--- src/ssr_pkg.sv ---
// Package for the status and service-request logic.
// Assumes a single 100 MHz clock domain and no register bus.
package ssr_pkg;

  localparam int unsigned COND_W = 16;
  localparam int unsigned STB_W = 8;
  localparam int unsigned GATE_END_BIT = 9;
  localparam int unsigned OPERATION_GROUP_SUMMARY_SUM_BIT = 7;
  localparam int unsigned MSS_BIT = 6;

  // Reset values of the programmable masks.
  localparam logic [15:0] PTR_RESET = 16'hffff;
  localparam logic [15:0] NTR_RESET = 16'h0000;
  localparam logic [15:0] ENA_RESET = 16'h0000;
  localparam logic [7:0] SRE_RESET = 8'h00;

  // Programming values for the four mask registers.
  typedef struct packed {
    logic [15:0] ptr;
    logic [15:0] ntr;
    logic [15:0] ena;
    logic [7:0] sre;
  } ssr_cfg_s;

  // Write strobes for the mask registers.
  typedef struct packed {
    logic ptr;
    logic ntr;
    logic ena;
    logic sre;
  } ssr_wr_s;

endpackage

--- src/ssr_status.sv ---
// Status reporting and service-request logic for the operation group.
// Assumes condition bits come from other clock domains or pins, and that
// mask writes and clear-status come from logic on ref_clk.
`timescale 1ns/1ns
`default_nettype none

// Function
// - Raise service request when any enabled summary condition appears.
// - Programmable transition filter chooses which condition edges reach events.
// - After reset filters pass rising edges only, block falling edges.
// - Positive filter has one enable per bit; 512 selects bit 9 only.
// - Negative filter of zero stops every falling edge setting events.
// - Event enable masks events; only enabled events set group summary.
// - End of repetitive measurement period reported on operation bit 9.
// - Operation summary at status bit 7; enable 128 requests on it.
// - Status bit 6 is master summary, set whenever service requested.
// - Event bits latch until cleared; condition tracks current state.
// - Clear-status clears events and leaves all enables unchanged.
module ssr_status
(
  // Clock and reset.
  input wire logic ref_clk,
  input wire logic rstn,
  // Raw operation condition bits; bit 9 is end of measurement period.
  input wire logic [15:0] operation_group_summary_cond_in,
  // Mask programming and clear-status.
  input wire ssr_pkg::ssr_cfg_s cfg_in,
  input wire ssr_pkg::ssr_wr_s cfg_wr,
  input wire logic clear_status,
  // Status outputs.
  output logic [15:0] operation_group_summary_cond,
  output logic [15:0] operation_group_summary_event,
  output ssr_pkg::ssr_cfg_s cfg_out,
  output logic [7:0] status_byte,
  output logic service_request
);

  logic [15:0] sync1_reg;
  logic [15:0] cond_reg;
  logic [15:0] cond_next;
  logic [15:0] prev_reg;
  logic [15:0] prev_next;
  logic [15:0] event_reg;
  logic [15:0] event_next;
  ssr_pkg::ssr_cfg_s cfg_reg;
  ssr_pkg::ssr_cfg_s cfg_next;
  logic srq_reg;
  logic srq_next;
  logic [15:0] edges;
  logic operation_group_summary_sum;
  logic [7:0] stb_raw;

  // Short local names for the bit positions that the checks use.
  localparam int unsigned GATE_BIT = ssr_pkg::GATE_END_BIT;
  localparam int unsigned SUM_BIT = ssr_pkg::OPERATION_GROUP_SUMMARY_SUM_BIT;
  localparam int unsigned MSS_POS = ssr_pkg::MSS_BIT;

  // A bit passes the filter when its mask bit is set and it went from
  // low in was_val to high in now_val; swapping the two gives the falling
  // filter, so both directions share one piece of logic.
  function automatic logic [15:0] edge_pass(input logic [15:0] mask,
    input logic [15:0] now_val, input logic [15:0] was_val);
    return mask & now_val & ~was_val;
  endfunction

  // Two-stage synchroniser; only cond_reg reads the first stage.
  // The previous-value copy feeds the edge detector after the second stage.
  always_ff @(posedge ref_clk or negedge rstn)
  begin
    if (!rstn)
    begin
      sync1_reg <= '0;
      cond_reg <= '0;
      prev_reg <= '0;
    end
    else
    begin
      sync1_reg <= operation_group_summary_cond_in;
      cond_reg <= cond_next;
      prev_reg <= prev_next;
    end
  end

  // Condition holds the present state only.
  always_comb
  begin
    cond_next = sync1_reg;
    prev_next = cond_reg;
  end

  // Mask registers; clear-status does not touch them.
  always_comb
  begin
    cfg_next = cfg_reg;
    if (cfg_wr.ptr)
    begin
      cfg_next.ptr = cfg_in.ptr; // One enable per bit.
    end
    if (cfg_wr.ntr)
    begin
      cfg_next.ntr = cfg_in.ntr;
    end
    if (cfg_wr.ena)
    begin
      cfg_next.ena = cfg_in.ena;
    end
    if (cfg_wr.sre)
    begin
      cfg_next.sre = cfg_in.sre;
    end
  end

  // Filters gate rising and falling edges of the synchronised condition.
  // Comparing the second stage with its own delayed copy keeps the first
  // stage private, at the cost of one more cycle before the event sets.
  assign edges = edge_pass(cfg_reg.ptr, cond_reg, prev_reg)
               | edge_pass(cfg_reg.ntr, prev_reg, cond_reg);

  // Events are sticky; a new edge wins over a same-cycle clear.
  always_comb
  begin
    event_next = event_reg;
    if (clear_status)
    begin
      event_next = '0;
    end
    event_next = event_next | edges;
  end

  // Summary bits and service request.
  assign operation_group_summary_sum = |(event_reg & cfg_reg.ena);
  always_comb
  begin
    stb_raw = '0;
    stb_raw[ssr_pkg::OPERATION_GROUP_SUMMARY_SUM_BIT] = operation_group_summary_sum;
    srq_next = |(stb_raw & cfg_reg.sre);
  end

  always_ff @(posedge ref_clk or negedge rstn)
  begin
    if (!rstn)
    begin
      event_reg <= '0;
      cfg_reg.ptr <= ssr_pkg::PTR_RESET; // Rising edges only.
      cfg_reg.ntr <= ssr_pkg::NTR_RESET;
      cfg_reg.ena <= ssr_pkg::ENA_RESET;
      cfg_reg.sre <= ssr_pkg::SRE_RESET;
      srq_reg <= 1'b0;
    end
    else
    begin
      event_reg <= event_next;
      cfg_reg <= cfg_next;
      srq_reg <= srq_next;
    end
  end

  // Status byte carries the master summary beside the group summary.
  always_comb
  begin
    status_byte = stb_raw;
    status_byte[ssr_pkg::MSS_BIT] = srq_reg;
  end

  assign operation_group_summary_cond = cond_reg;
  assign operation_group_summary_event = event_reg;
  assign cfg_out = cfg_reg;
  assign service_request = srq_reg;
endmodule // ssr_status

`default_nettype wire

--- config.mk ---
export PLATFORM = sky130hd
export DESIGN_NAME = ssr_status
export DESIGN_NICKNAME = d
export VERILOG_FILES = /design/src/ssr_pkg.sv /design/src/ssr_status.sv
export SDC_FILE = /design/constraint.sdc
export NUM_CORES = 1
export LEC_CHECK = 0
export ABC_AREA = 0
export BUFFER_PORTS_ARGS = -buffer_cell sky130_fd_sc_hd__buf_4
export CAP_MARGIN = 20
export CORE_MARGIN = 1.5
export CORE_UTILIZATION = 38
export DETAILED_ROUTE_END_ITERATION = 16
export PLACE_DENSITY = 0.63
export SLEW_MARGIN = 20
export SYNTH_ARGS = -nofsm -noshare
export SYNTH_HDL_FRONTEND = slang
export SYNTH_SLANG_ARGS = --single-unit
--- constraint.sdc ---
create_clock -name ref_clk -period 1.7 [get_ports ref_clk]
set_input_delay 0.255 -clock ref_clk [delete_from_list [all_inputs] [get_ports ref_clk]]
set_output_delay 0.255 -clock ref_clk [all_outputs]
set_load 0.01 [all_outputs]
==> metrics.cfg <==
[run_status]
status = finished, violations left
violations = negative setup slack

[place]
place_area_mm2 = 0.00569
port_buffers = 169
dp_hpwl_mm = 7.30
gp_congestion = 0.755
pre_cts_ws_ns = 0.201

[logic_synthesis]
synth_area_mm2 = 0.00427
synth_edf_count = 0
yosys.area.top_type = dfrtp_1
syn_avg_cell_area_um2 = 15.9
synth_common_cells = dfrtp_1 (105), mux2_2 (56)
synth_seq_cells = 121
async_reset_ff_frac = 1.00
yosysSeqAreaShare = 0.713
ys_types = 15
synthCells = 269
yosysWarnings = 0
ys.flop_type = dfrtp_1
synth_top_area_share = 0.615
yosys-top-cells-area = dfrtp_1 (61%), mux2_2 (15%), dfstp_2 (9.8%)
synth_most_common_cell = dfrtp_1

[drt]
firstDrtPassIters = 4
route.detailed.drc = 0
initialDrtViolationCount = 61
via_count = 3083
wl_per_cell_um = 15.6
vias_per_cell = 4.53
drt-total-wl_mm = 10.6
ant_nets = 0

[setup_path]
worstPathCellList = a22o_1 > a221oi_2 > nand4_1 > buf_4
r2r-end = service_request$_DFF_PN0_
arrival_ns = 1.74
path_delay_family = compound AO/OA/AOI/OAI gates
rr_worst_depth = 4
slowest_stage = dfrtp_1
worst_setup_path_end_kind = output pin
worstPathRequired_ns = 1.44
r2r-start = cfg_out[12]$_DFFE_PN0P_
start_kind = register
critical_path_class = register to output pin
critPathMaxFanout = 2
max_stage_delay_ns = 0.38
critPathBufInv = 1
rrSetupSlack_ns = 0.34

[min_path]
hp-start = cfg_wr[0]
holdPathEnd = cfg_out[1]$_DFFE_PN0P_
holdCritPathClass = input pin to register
worstHoldPathCells = 2

[flow_run]
maxCapViolCount = 0

[die]
coreArea_mm2 = 0.0109
rows = 38
io_pins = 176
start_util = 0.393
die-width_um = 109
die_h_um = 109
die-area_mm2 = 0.0119

[cells_and_area]
diodes = 0
drive_gt1_frac = 0.530
finalNetCount = 608
area_growth_pct = 64.3
nFillCells = 821
final_area_mm2 = 0.00702
largest_reg_flops = 56

[clock_tree]
cts_sinks = 121
cts_resized = 0
clk_latency_ns = 0.50
root_buffer = clkbuf_8
path_clk_slew_ns = 0.06
cts-buffers-inserted = 17
htreeDepth = 4
max-clock-path-buffers = 2
cts_tree = done

[grt]
grt_pass1_vias = 3171
overflow = 0
grt_pass1_wl_mm = 16.1
antenna_found_initial = 0
grt_usage = 0.184
grt_max_degree = 37

[pwr]
power_leakage_nw = 3.28
power.density_mw_per_mm2 = 1110
p_total_w = 0.00779
peakVddDrop_mv = 0.623

[timing]
max_freq_mhz = 502
drv_slew = 0
setup_viol = 1
report.final.hold_viol_count = 0
final.period_utilization = 1.17
grt_setup_unrepaired = true
fin_crit_ns = 1.99
finalWorstSetupSlack_ns = -0.294
finalClockSkew_ns = 0.00656

==> area by class of cell <==
| class | count | area [µm²] | share of cell area |
|---|---|---|---|
| sequential | 121 | 3050 | 0.434 |
| tap | 140 | 175 | 0.0249 |
| multi-input combinational | 120 | 1080 | 0.154 |
| clock inverter | 11 | 97.6 | 0.0139 |
| timing repair buffer | 253 | 2110 | 0.300 |
| clock buffer | 20 | 455 | 0.0648 |
| inverter | 16 | 60.1 | 0.00855 |
==> through the flow <==
step                      hold slack [ns]  utilization  cells  setup TNS, ns
after floorplan                   -0.0406            -    274              0
after global placement              0.185        0.522    570              0
after detailed placement            0.190        0.522    570              0
after CTS                          0.0709        0.644    679         -0.319
after global routing               0.0725        0.645    681         -0.438
final                              0.0913        0.645    681         -0.294
==> worst max-delay path by stage <==
stage,cells after the start,to,slack (ns),startpoint
2_1_floorplan,4,status_byte[7],0.37,cfg_out[13]$_DFFE_PN0P_
3_3_place_gp,4,status_byte[7],0.21,cfg_out[8]$_DFFE_PN0P_
3_5_place_dp,4,status_byte[7],0.20,cfg_out[8]$_DFFE_PN0P_
4_1_cts,4,status_byte[7],-0.32,operation_group_summary_event[0]$_DFF_PN0_
5_1_grt,4,status_byte[7],-0.44,cfg_out[12]$_DFFE_PN0P_
6_report,4,status_byte[7],-0.29,cfg_out[12]$_DFFE_PN0P_
==> repair_timing <==
action	CTS	global route
setup endpoints to repair	1	1
endpoints found under the hold margin	98	0
hold buffers	73	0
buffers inserted	5	2
pin swaps	3	2
cloned	0	0
==> report_power, final <==
group	internal, W	leakage, nW	switching, W
registers	0.00316	1.40	0.000184
clock network	0.00204	0.265	0.00122
logic	0.000713	1.61	0.000474
==> layer usage <==
layer / vias to the layer above / track usage / share of wire
met5: - / 0 / 0
met4: 0 / 0.0921 / 0.027
met3: 23 / 0.0532 / 0.059
met2: 111 / 0.313 / 0.51
met1: 1486 / 0.210 / 0.40
li1: 1463 / - / -
==> logic make-up after synthesis <==
logic type / count (synthesis) / synth area share
simple gates: 34 / 0.0451
compound gates: 24 / 0.0550
buf+inv: 33 / 0.0383
flops: 121 / 0.713
other cells: 1 / 0.000877
mux: 56 / 0.148
==> cell usage in the layout, fill, tap and decap left out, drive strengths merged <==
| master | n |
|---|---|
| buf | 180 |
| dfrtp | 105 |
| dlygate4sd3 | 73 |
| mux2 | 56 |
| clkbuf | 20 |
| inv | 17 |
| nand2 | 16 |
| nand3b | 16 |
| o221ai | 16 |
| dfstp | 16 |
| conb | 6 |
| clkinv | 5 |
| a22o | 4 |
| a221oi | 4 |
| clkinvlp | 4 |
| nand4 | 1 |
| and2 | 1 |
| bufinv | 1 |
(Power assumes the default switching activity.)
